## src/shared/dsw_defines.vh

```
`ifndef DSW_DEFINES_VH
`define DSW_DEFINES_VH

// register offsets (byte addresses)
`define DSW_OFF_CTRL 12'h000
`define DSW_OFF_STATUS 12'h004
`define DSW_OFF_MATCH 12'h008
`define DSW_OFF_DIVISOR 12'h00C

// status field positions
`define DSW_ST_ADDR_LSB 0
`define DSW_ST_ADDR_MSB 4
`define DSW_ST_RATE_LSB 5
`define DSW_ST_RATE_MSB 6
`define DSW_ST_TEST_BIT 7
`define DSW_ST_ADDR_BAD_BIT 8
`define DSW_ST_RATE_BAD_BIT 9
`define DSW_ST_VALID_BIT 10

// control field positions and reset
`define DSW_CTRL_LED_EN_BIT 0
`define DSW_CTRL_RESET 1'b1

// rate codes {high, low}
`define DSW_RATE_9600 2'b00
`define DSW_RATE_19200 2'b01

// timing
`define DSW_CLK_HZ 25000000
`define DSW_SYNC_SETTLE 2'd2
`define DSW_BAUD_SLOW 9600
`define DSW_BAUD_FAST 19200
`define DSW_LED_STEP_MS 1000
`define DSW_LED_STEP_CYC (`DSW_CLK_HZ / 1000 * `DSW_LED_STEP_MS)
`define DSW_DIV_SLOW (`DSW_CLK_HZ / `DSW_BAUD_SLOW)
`define DSW_DIV_FAST (`DSW_CLK_HZ / `DSW_BAUD_FAST)

`endif

```

## src/core/dsw_config_decoder.v

```verilog
`include "dsw_defines.vh"

// Function
// - act only as slave, answer only frames carrying own station address
// - address is binary of first five switches, switch one is bit zero
// - switches six and seven pick rate: both off 9600, only six on 19200
// - switch eight off gives normal operation, on gives self-test
// - self-test lights red, yellow, green, about one second each, in turn
module dsw_config_decoder #(
	parameter LED_STEP_CYC = `DSW_LED_STEP_CYC
) (
	// apb
	input wire pclk,
	input wire presetn,
	input wire psel,
	input wire penable,
	input wire pwrite,
	input wire [11:0] paddr,
	input wire [31:0] pwdata,
	output reg [31:0] prdata,
	output reg pready,
	output reg pslverr,
	// dip switches
	input wire addr_switch_bit0,
	input wire addr_switch_bit1,
	input wire addr_switch_bit2,
	input wire addr_switch_bit3,
	input wire addr_switch_bit4,
	input wire rate_select_low,
	input wire rate_select_high,
	input wire selftest_select,
	// link side address check
	input wire [4:0] frame_addr,
	input wire frame_addr_valid,
	output reg frame_accept,
	// decoded configuration
	output reg [4:0] station_addr,
	output reg [15:0] baud_divisor,
	output reg fast_rate,
	output reg normal_mode,
	output reg selftest_mode,
	output reg config_valid,
	// indicators
	output reg led_red,
	output reg led_yellow,
	output reg led_green
);

	// indicator walk states
	localparam ST_IDLE = 2'd0;
	localparam ST_RED = 2'd1;
	localparam ST_YELLOW = 2'd2;
	localparam ST_GREEN = 2'd3;

	localparam integer DIV_SLOW_INT = `DSW_DIV_SLOW;
	localparam integer DIV_FAST_INT = `DSW_DIV_FAST;
	// divisor is clock over baud, truncated to the register width
	localparam [15:0] DIV_SLOW = DIV_SLOW_INT[15:0];
	localparam [15:0] DIV_FAST = DIV_FAST_INT[15:0];

	wire [7:0] sw_raw;
	reg [7:0] sw_meta_reg;
	reg [7:0] sw_sync_reg;
	reg [1:0] settle_reg;
	reg sampled_reg;
	reg [7:0] sw_held_reg;
	reg addr_bad_reg;
	reg rate_bad_reg;
	reg led_en_reg;
	reg [1:0] led_state_reg;
	reg [1:0] led_state_next;
	reg [31:0] led_cnt_reg;
	reg [31:0] match_cnt_reg;
	reg [31:0] rdata_next;
	wire apb_setup;
	wire apb_write;
	wire ctrl_write;
	wire frame_hit;
	wire led_run;
	wire led_step_done;

	function rd_mapped;
		input [11:0] a;
		begin
			rd_mapped = (a == `DSW_OFF_CTRL) || (a == `DSW_OFF_STATUS) ||
				(a == `DSW_OFF_MATCH) || (a == `DSW_OFF_DIVISOR);
		end
	endfunction

	function rate_is_fast;
		input [1:0] code;
		begin
			rate_is_fast = (code == `DSW_RATE_19200);
		end
	endfunction

	function rate_is_legal;
		input [1:0] code;
		begin
			rate_is_legal = (code == `DSW_RATE_9600) || (code == `DSW_RATE_19200);
		end
	endfunction

	// switch eight is the msb, switch one the lsb
	assign sw_raw = {selftest_select, rate_select_high, rate_select_low, addr_switch_bit4,
		addr_switch_bit3, addr_switch_bit2, addr_switch_bit1, addr_switch_bit0};
	assign apb_setup = psel && !penable;
	assign apb_write = psel && penable && pready && pwrite;
	// read-only registers and unmapped offsets ignore writes
	assign ctrl_write = apb_write && (paddr == `DSW_OFF_CTRL);
	// a frame counts only in normal mode with a legal own address
	assign frame_hit = frame_addr_valid && normal_mode && !addr_bad_reg &&
		(frame_addr == station_addr);
	// the walk runs only while self-test is decoded and software allows it
	assign led_run = selftest_mode && led_en_reg;
	assign led_step_done = (led_cnt_reg == LED_STEP_CYC - 1);

	// two flops per switch; switches are not timed to pclk
	always @(posedge pclk or negedge presetn) begin
		if (!presetn) begin
			sw_meta_reg <= 8'h00;
			sw_sync_reg <= 8'h00;
		end else begin
			sw_meta_reg <= sw_raw;
			sw_sync_reg <= sw_meta_reg;
		end
	end

	// one-time capture after release, once the synchroniser has filled
	always @(posedge pclk or negedge presetn) begin
		if (!presetn) begin
			settle_reg <= 2'd0;
			sampled_reg <= 1'b0;
			sw_held_reg <= 8'h00;
		end else if (!sampled_reg) begin
			if (settle_reg == `DSW_SYNC_SETTLE) begin
				sampled_reg <= 1'b1;
				sw_held_reg <= sw_sync_reg;
			end else begin
				settle_reg <= settle_reg + 2'd1;
			end
		end
	end

	// decode, registered; stays constant after capture
	always @(posedge pclk or negedge presetn) begin
		if (!presetn) begin
			station_addr <= 5'd0;
			baud_divisor <= 16'h0000;
			fast_rate <= 1'b0;
			normal_mode <= 1'b0;
			selftest_mode <= 1'b0;
			config_valid <= 1'b0;
		end else begin
			station_addr <= sw_held_reg[4:0];
			fast_rate <= rate_is_fast(sw_held_reg[6:5]);
			// reserved codes fall back to the slow divisor
			if (rate_is_fast(sw_held_reg[6:5])) begin
				baud_divisor <= DIV_FAST;
			end else begin
				baud_divisor <= DIV_SLOW;
			end
			normal_mode <= sampled_reg && !sw_held_reg[7];
			selftest_mode <= sampled_reg && sw_held_reg[7];
			config_valid <= sampled_reg;
		end
	end

	// installer errors, reported in status; a zero address also blocks frame_hit
	always @(posedge pclk or negedge presetn) begin
		if (!presetn) begin
			addr_bad_reg <= 1'b0;
			rate_bad_reg <= 1'b0;
		end else begin
			addr_bad_reg <= sampled_reg && (sw_held_reg[4:0] == 5'd0);
			rate_bad_reg <= sampled_reg && !rate_is_legal(sw_held_reg[6:5]);
		end
	end

	// slave address filter; never accepts in self-test or reserved address
	always @(posedge pclk or negedge presetn) begin
		if (!presetn) begin
			frame_accept <= 1'b0;
			match_cnt_reg <= 32'h0000_0000;
		end else begin
			frame_accept <= frame_hit;
			if (frame_hit) begin
				match_cnt_reg <= match_cnt_reg + 32'h0000_0001;
			end
		end
	end

	// self-test indicator walk: red, yellow, green, repeat
	always @* begin
		led_state_next = led_state_reg;
		case (led_state_reg)
			ST_IDLE: begin
				if (led_run) begin
					led_state_next = ST_RED;
				end
			end
			ST_RED: begin
				if (led_step_done) begin
					led_state_next = ST_YELLOW;
				end
			end
			ST_YELLOW: begin
				if (led_step_done) begin
					led_state_next = ST_GREEN;
				end
			end
			default: begin
				if (led_step_done) begin
					led_state_next = ST_RED;
				end
			end
		endcase
		if (!led_run) begin
			led_state_next = ST_IDLE;
		end
	end

	always @(posedge pclk or negedge presetn) begin
		if (!presetn) begin
			led_state_reg <= ST_IDLE;
			led_cnt_reg <= 32'h0000_0000;
			led_red <= 1'b0;
			led_yellow <= 1'b0;
			led_green <= 1'b0;
		end else begin
			led_state_reg <= led_state_next;
			// step counter restarts on every state change
			if (led_state_next != led_state_reg) begin
				led_cnt_reg <= 32'h0000_0000;
			end else if (led_state_reg != ST_IDLE) begin
				led_cnt_reg <= led_cnt_reg + 32'h0000_0001;
			end
			// leds follow the next state so they change with the state register
			led_red <= (led_state_next == ST_RED);
			led_yellow <= (led_state_next == ST_YELLOW);
			led_green <= (led_state_next == ST_GREEN);
		end
	end

	// apb read mux
	// status shows the captured rate switches so a reserved code is visible
	always @* begin
		rdata_next = 32'h0000_0000;
		if (paddr == `DSW_OFF_CTRL) begin
			rdata_next[`DSW_CTRL_LED_EN_BIT] = led_en_reg;
		end else if (paddr == `DSW_OFF_STATUS) begin
			rdata_next[`DSW_ST_ADDR_MSB:`DSW_ST_ADDR_LSB] = station_addr;
			rdata_next[`DSW_ST_RATE_MSB:`DSW_ST_RATE_LSB] = sw_held_reg[6:5];
			rdata_next[`DSW_ST_TEST_BIT] = selftest_mode;
			rdata_next[`DSW_ST_ADDR_BAD_BIT] = addr_bad_reg;
			rdata_next[`DSW_ST_RATE_BAD_BIT] = rate_bad_reg;
			rdata_next[`DSW_ST_VALID_BIT] = config_valid;
		end else if (paddr == `DSW_OFF_MATCH) begin
			rdata_next = match_cnt_reg;
		end else if (paddr == `DSW_OFF_DIVISOR) begin
			rdata_next[15:0] = baud_divisor;
		end
	end

	// no wait state: pready rises in the first access cycle
	always @(posedge pclk or negedge presetn) begin
		if (!presetn) begin
			pready <= 1'b0;
		end else begin
			pready <= apb_setup;
		end
	end

	// error flag stands with pready for an unmapped offset
	always @(posedge pclk or negedge presetn) begin
		if (!presetn) begin
			pslverr <= 1'b0;
		end else begin
			pslverr <= apb_setup && !rd_mapped(paddr);
		end
	end

	// read data captured at setup; writes return zero
	always @(posedge pclk or negedge presetn) begin
		if (!presetn) begin
			prdata <= 32'h0000_0000;
		end else if (apb_setup) begin
			if (pwrite) begin
				prdata <= 32'h0000_0000;
			end else begin
				prdata <= rdata_next;
			end
		end
	end

	// led enable, written in the access cycle the slave completes
	always @(posedge pclk or negedge presetn) begin
		if (!presetn) begin
			led_en_reg <= `DSW_CTRL_RESET;
		end else if (ctrl_write) begin
			led_en_reg <= pwdata[`DSW_CTRL_LED_EN_BIT];
		end
	end

endmodule // dsw_config_decoder

```

## config.mk

```make
export PLATFORM = sky130hd
export DESIGN_NAME = dsw_config_decoder
export DESIGN_NICKNAME = d
export VERILOG_FILES = /design/src/core/dsw_config_decoder.v
export VERILOG_INCLUDE_DIRS = /design/src /design/src/shared
export SDC_FILE = /design/constraint.sdc
export NUM_CORES = 1
export LEC_CHECK = 0
export BUFFER_PORTS_ARGS = -buffer_cell sky130_fd_sc_hd__buf_2
export CAP_MARGIN = 20
export CORE_AREA = 2 2 115 117
export CTS_CLUSTER_DIAMETER = 40
export DETAILED_ROUTE_END_ITERATION = 10
export DIE_AREA = 0 0 117 119
export PLACE_DENSITY = 0.72
export SLEW_MARGIN = 20
export SYNTH_ARGS = -nofsm -noshare
export SYNTH_HDL_FRONTEND = slang
export SYNTH_SLANG_ARGS = --single-unit
```

## constraint.sdc

```tcl
create_clock -name pclk -period 1.87 [get_ports pclk]
set_input_delay 0.4675 -clock pclk [delete_from_list [all_inputs] [get_ports pclk]]
set_output_delay 0.4675 -clock pclk [all_outputs]
set_load 0.02 [all_outputs]
```

* Yosys cells after proc, flatten, opt, wreduce, memory -nomap -nowiden
Index checks and enable logic that the tools add are counted.
** Word-level totals
- Register bits after elaboration :: 159
- Word-level logic and storage cells :: 91
- Memory bits (read-only) :: 0
- Memories kept :: 0
- Memory bits (writable) :: 0
- Output and inout port bits :: 63
- Latch bits :: 0
** Operators by class
- Equal/unequal tests :: 13
- Bitwise logic cells :: 2
- Mux-type cells :: 18
- Add/sub/neg operators :: 3
- $lt $le $gt $ge :: 0
- Multiply operators :: 0
- Reductions and logical operators :: 31
- Div/mod/pow operators :: 0
- Shift operators :: 0
** Operator list (count)
- 2-to-1 mux 32 bit :: 3
- adder 32 x 1 -> 32 bit (second input constant) :: 2
- 2-to-1 mux 16 bit :: 3
- == test 32 x 25 -> 1 bit (second input constant) :: 1
- 2-to-1 mux 31 bit :: 1
- == test 12 x 4 -> 1 bit (second input constant) :: 2
- 2-to-1 mux 21 bit :: 1
- logical AND 1 bit :: 14
- == test 12 x 3 -> 1 bit (second input constant) :: 1
- logical NOT 12 bit :: 1
- 2-to-1 mux 12 bit :: 1
- 2-to-1 mux 11 bit :: 1
- == test 2 bit (second input constant) :: 4
- 2-to-1 mux 2 bit :: 4
- == test 2 x 1 -> 1 bit (second input constant) :: 3
- one-hot mux 2 bit (3 select lines) :: 1
- == test 5 bit :: 1
- logical NOT 1 bit :: 5
- logical NOT 5 bit :: 1
- logical NOT 2 bit :: 2
- logical OR 1 bit :: 4
- AND reduction 2 bit :: 2
- nonzero test 2 bit :: 2
- 2-to-1 mux 1 bit :: 3
- other kinds (3) :: 4

* Longest topological paths before layout
- Depth after elaboration :: 6
- Mapped depth :: 8

* Least setup slack after synthesis
OpenSTA, ideal clock, no wires.
- Kind :: reg2reg
- Start :: register led_cnt_reg[0]
- End :: register led_cnt_reg[10]
- Path slack :: -112 ps
- Cell stages (with the launch flop) :: 9
- Arrival time :: 1861 ps
- Clock period less this slack :: 1982 ps
- Library setup time :: 121 ps
- Required time :: 1749 ps
- Cell sequence :: dfrtp_1 -> ha_1 -> and2_1 -> nand4_1 -> or3_1 -> clkbuf_1 -> a21oi_2 -> buf_2 -> nor2_1
** Between the ends
- Longest elaborated chain between the ends :: 6
** RTL lines
- from (decl) :: line dsw_config_decoder.v:72 : reg [31:0] led_cnt_reg;
- from (signal assigned) :: line dsw_config_decoder.v:236 : led_cnt_reg <= led_cnt_reg + 32'h0000_0001;
- branches (longest 6 deep; another with adder 32 x 1 -> 32 bit)
Several ways; the timed one is not identified. The select of a mux whose other input is x is not followed.
A chain may end at the register's enable or synchronous reset.

* Worst setup path in the final report
- Start :: register led_cnt_reg[8]
- End :: register led_cnt_reg[26]
Same word-level chain as after synthesis.

==> results_dict.tcl <==
set metrics [dict create \
    outcome "finished with violations" \
    violations "setup timing" \
    r2r_setup_slack_ns -0.09 \
    synth-adder-area-share_pct 0.611 \
    gp_routability_congestion 0.877 \
    ys.warnings.count 0 \
    asyncSetResetFlopFracSynth_pct 100 \
    clock-sinks 145 \
    hold_path_origin "addr_switch_bit2" \
    r2r-end "led_cnt_reg[26]" \
    io_buffer_count 87 \
    synth_enable_flop_cells 0 \
    num_vias 4647 \
    vertical_extent_of_the_die_um 119 \
    critPathKind "reg2reg" \
    max_cap_viol_count 0 \
    cts.reportedPaths.clkPinSlew_ns 0.06 \
    clockRootBuffer "sky130_fd_sc_hd__clkbuf_16" \
    total_die_area_sq_um 13900 \
    syn_area_sq_um 6140 \
    timing.final.crit_share_pct 105 \
    r2r.worst_path.cells 6 \
    final_net_count 754 \
    cts_max_level 4 \
    ys_seq_area_share_pct 59.1 \
    fp.coreArea_sq_um 12900 \
    post_drt_wl_per_cell_um 15.7 \
    min-delay-path-class "in2reg" \
    drive_above_1_share_pct 34.0 \
    drt_first_iter_violations 303 \
    finalHoldViolCount 0 \
    fp-row-count 42 \
    synth_cell_types 46 \
    power.density_cell_area_nw_per_um2 843 \
    fillers 992 \
    cts_made_buffers 17 \
    final.setup_skew_ns 0.00723 \
    synth_instances 537 \
    crit_path_start_kind "flip-flop" \
    antenna_cells_inserted 0 \
    cts_buffer_depth 2 \
    max_freq_ghz 0.509 \
    1st_pass_router_iterations 4 \
    timing.setup.tns_ns -0.635 \
    hold_path_depth 1 \
    dp_hpwl_um 9610 \
    swShare_pct 23.4 \
    grt_first_pass_wirelength_um 21900 \
    start_util_pct 47.7 \
    critPathCaptureType "flip-flop" \
    drcViolationCount 0 \
    clk-insertion-delay-late_ns 0.43 \
    rsz0062_at_grt "yes" \
    postRouteWirelength_um 13800 \
    grt-ovfl-total 0 \
    regToRegStartpoint "led_cnt_reg[8]" \
    antenna_found_initial 0 \
    comb_power_share_pct 4.0 \
    post_synth_mux_area_share_pct 1.83 \
    critical_path.max_fanout 4 \
    ys_seq_elements 145 \
    final_critical_path_setup_slack_ns -0.0932 \
    leakagePower_nw 3.78 \
    period_minus_slack_ns 1.96 \
    grt_max_degree 48 \
    final_count_of_pins_violating_max_slew 0 \
    synth_xor_area_share_pct 9.41 \
    grt_pass1_vias 4554 \
    antenna_violating_nets_post_route 0 \
    synth_compound_area_share_pct 6.74 \
    dieWidth_um 117 \
    route.detailed.vias_per_inst 5.30 \
    syn_to_final_growth_pct 29.4 \
    pwr-share-clk_pct 47.7 \
    cts_tree "done" \
    synthSimpleGateAreaFrac_pct 18.3 \
    pin_count 126 \
    final-setup-viol-count 30 \
    power_switching_mw 1.57 \
    ir_drop_v 0.000755 \
    layout.cells.non_filler 877 \
    holdPathEnd "sw_meta_reg[2]" \
    placed_cells 838 \
    global_route.usage.total_pct 20.6 \
    dominant_register_cell_in_the_synthesized_netlist "sky130_fd_sc_hd__dfrtp_1" \
    cp_data_required_time_ns 2.22 \
    worst-endpoint-arrival_ns 2.32 \
    dominant_combinational_cell_family_by_area_after_synthesis "simple AND/OR/NAND/NOR gates" \
    synth_area_per_cell_sq_um 11.4 \
    p_seq_share_pct 48.3 \
    power.internal_mw 5.13 \
]
## power by group through the flow
stage               clock, mW  sequential (mW)  combinational, mW
floorplan                   0             3.30              0.115
global placement            0             3.29              0.259
detailed placement          0             3.29              0.264
CTS                      3.26             3.23              0.269
global route             3.40             3.24              0.297
finish                   3.20             3.23              0.265
## routing by layer
metal	GRT usage (%)	vias to the layer above	wire (um)
li1	-	2163	-
met1	27.0	2333	5890
met2	33.3	132	7010
met3	5.29	19	648
met4	7.21	0	239
met5	0	-	0
## final cells by class
class | instances | area (sq um) | share of cell area [%]
clock buffers | 18 | 429 | 5.40
clock inverters | 14 | 133 | 1.67
inverters | 9 | 33.8 | 0.425
multi-input cells | 353 | 2420 | 30.5
flip-flops and latches | 145 | 3630 | 45.7
well taps | 176 | 220 | 2.77
repair buffers | 162 | 1080 | 13.5
## layout by cell type, fill, tap and decap left out, drive strengths merged, types with 3 or more instances in the layout
master,n
a21oi,4
a22o,21
a22oi,8
and2,6
and3,10
and4,6
buf,161
clkbuf,18
clkinv,7
conb,8
dfrtp,144
ha,3
inv,13
mux2,10
nand2,35
nand2b,6
nand3,29
nand4,25
nor2,46
nor2b,6
nor3,8
nor4,17
nor4b,3
o21ai,13
or2,4
or3,4
xnor2,48
xor2,18
## stage by stage
stage | instance area (sq um) | total power [mW] | utilization, % | setup slack [ns] | hold slack [ns]
3_5_place_dp | 7220 | 3.55 | 56.1 | -0.189 | 0.335
6_report | 7950 | 6.70 | 61.7 | -0.0932 | 0.145
4_1_cts | 7830 | 6.76 | 60.8 | -0.0911 | 0.128
5_1_grt | 7950 | 6.93 | 61.7 | -0.146 | 0.128
3_3_place_gp | 7220 | 3.54 | 56.1 | -0.181 | 0.332
2_1_floorplan | 6230 | 3.41 | - | -0.0809 | 0.172
## worst max-delay path, stage by stage, from the launching register on
cell and delay, ns:
sky130_fd_sc_hd__dfrtp_1 0.35, sky130_fd_sc_hd__buf_4 0.12, sky130_fd_sc_hd__nand4_2 0.12, sky130_fd_sc_hd__or3b_4 0.43, sky130_fd_sc_hd__or3_4 0.36, sky130_fd_sc_hd__or3_4 0.38, sky130_fd_sc_hd__a21oi_2 0.13
## cells by family (layout without fill, tap and decap cells)
logic type      count (synthesis)  in the layout
simple gates                  211            211
flops                         145            145
xor+xnor                       66             66
compound gates                 55             55
buf+inv                        45            203
mux                            10             10
fa+ha+maj                       3              3
other cells                     2              8
## cell usage after synthesis (2+ instances only)
library cell	number	area (sq um)
sky130_fd_sc_hd__conb_1	2	7.51
sky130_fd_sc_hd__nand4_1	24	150
sky130_fd_sc_hd__xnor2_1	48	420
sky130_fd_sc_hd__a22o_1	21	184
sky130_fd_sc_hd__mux2_2	10	113
sky130_fd_sc_hd__and4_1	5	43.8
sky130_fd_sc_hd__o31ai_1	2	15.0
sky130_fd_sc_hd__nor3b_1	2	15.0
sky130_fd_sc_hd__or2_2	4	25.0
sky130_fd_sc_hd__buf_2	9	45.0
sky130_fd_sc_hd__nor3_1	8	40.0
sky130_fd_sc_hd__nor2b_1	6	37.5
sky130_fd_sc_hd__or3_1	3	18.8
sky130_fd_sc_hd__dfrtp_1	144	3600
sky130_fd_sc_hd__ha_1	3	37.5
sky130_fd_sc_hd__buf_4	15	113
sky130_fd_sc_hd__a21oi_2	3	26.3
sky130_fd_sc_hd__and3_1	10	62.6
sky130_fd_sc_hd__nor2_1	46	173
sky130_fd_sc_hd__nor4_1	16	100
sky130_fd_sc_hd__nor4b_1	3	26.3
sky130_fd_sc_hd__nand2b_1	6	37.5
sky130_fd_sc_hd__o21ai_0	13	65.1
sky130_fd_sc_hd__inv_1	9	33.8
sky130_fd_sc_hd__xor2_1	18	158
sky130_fd_sc_hd__a22oi_1	8	60.1
sky130_fd_sc_hd__a32o_1	2	20.0
sky130_fd_sc_hd__nand2_1	35	131
sky130_fd_sc_hd__nand3_1	29	145
sky130_fd_sc_hd__clkbuf_1	12	45.0
sky130_fd_sc_hd__and2_1	6	37.5
## timing repair
action	4_1_cts	5_1_grt
resized for setup	6	21
pin swaps	1	8
hold buffers	1	0
endpoints found under the hold margin	42	0
endpoints found under the setup margin	34	54
buffers inserted	1	4
gates cloned	0	1
## worst max path at each step
stage / from / end / cells past startpoint / slack, ns
after CTS: led_en_reg / led_cnt_reg[26] / 5 / -0.09
after global placement: paddr[1] / prdata[0] / 6 / -0.18
final: led_cnt_reg[8] / led_cnt_reg[26] / 6 / -0.09
after global routing: led_en_reg / led_cnt_reg[31] / 7 / -0.15
after detailed placement: paddr[1] / prdata[7] / 8 / -0.19
after floorplan: led_en_reg / led_cnt_reg[26] / 6 / -0.08
Note: power is estimated with default switching activity, not from simulation.
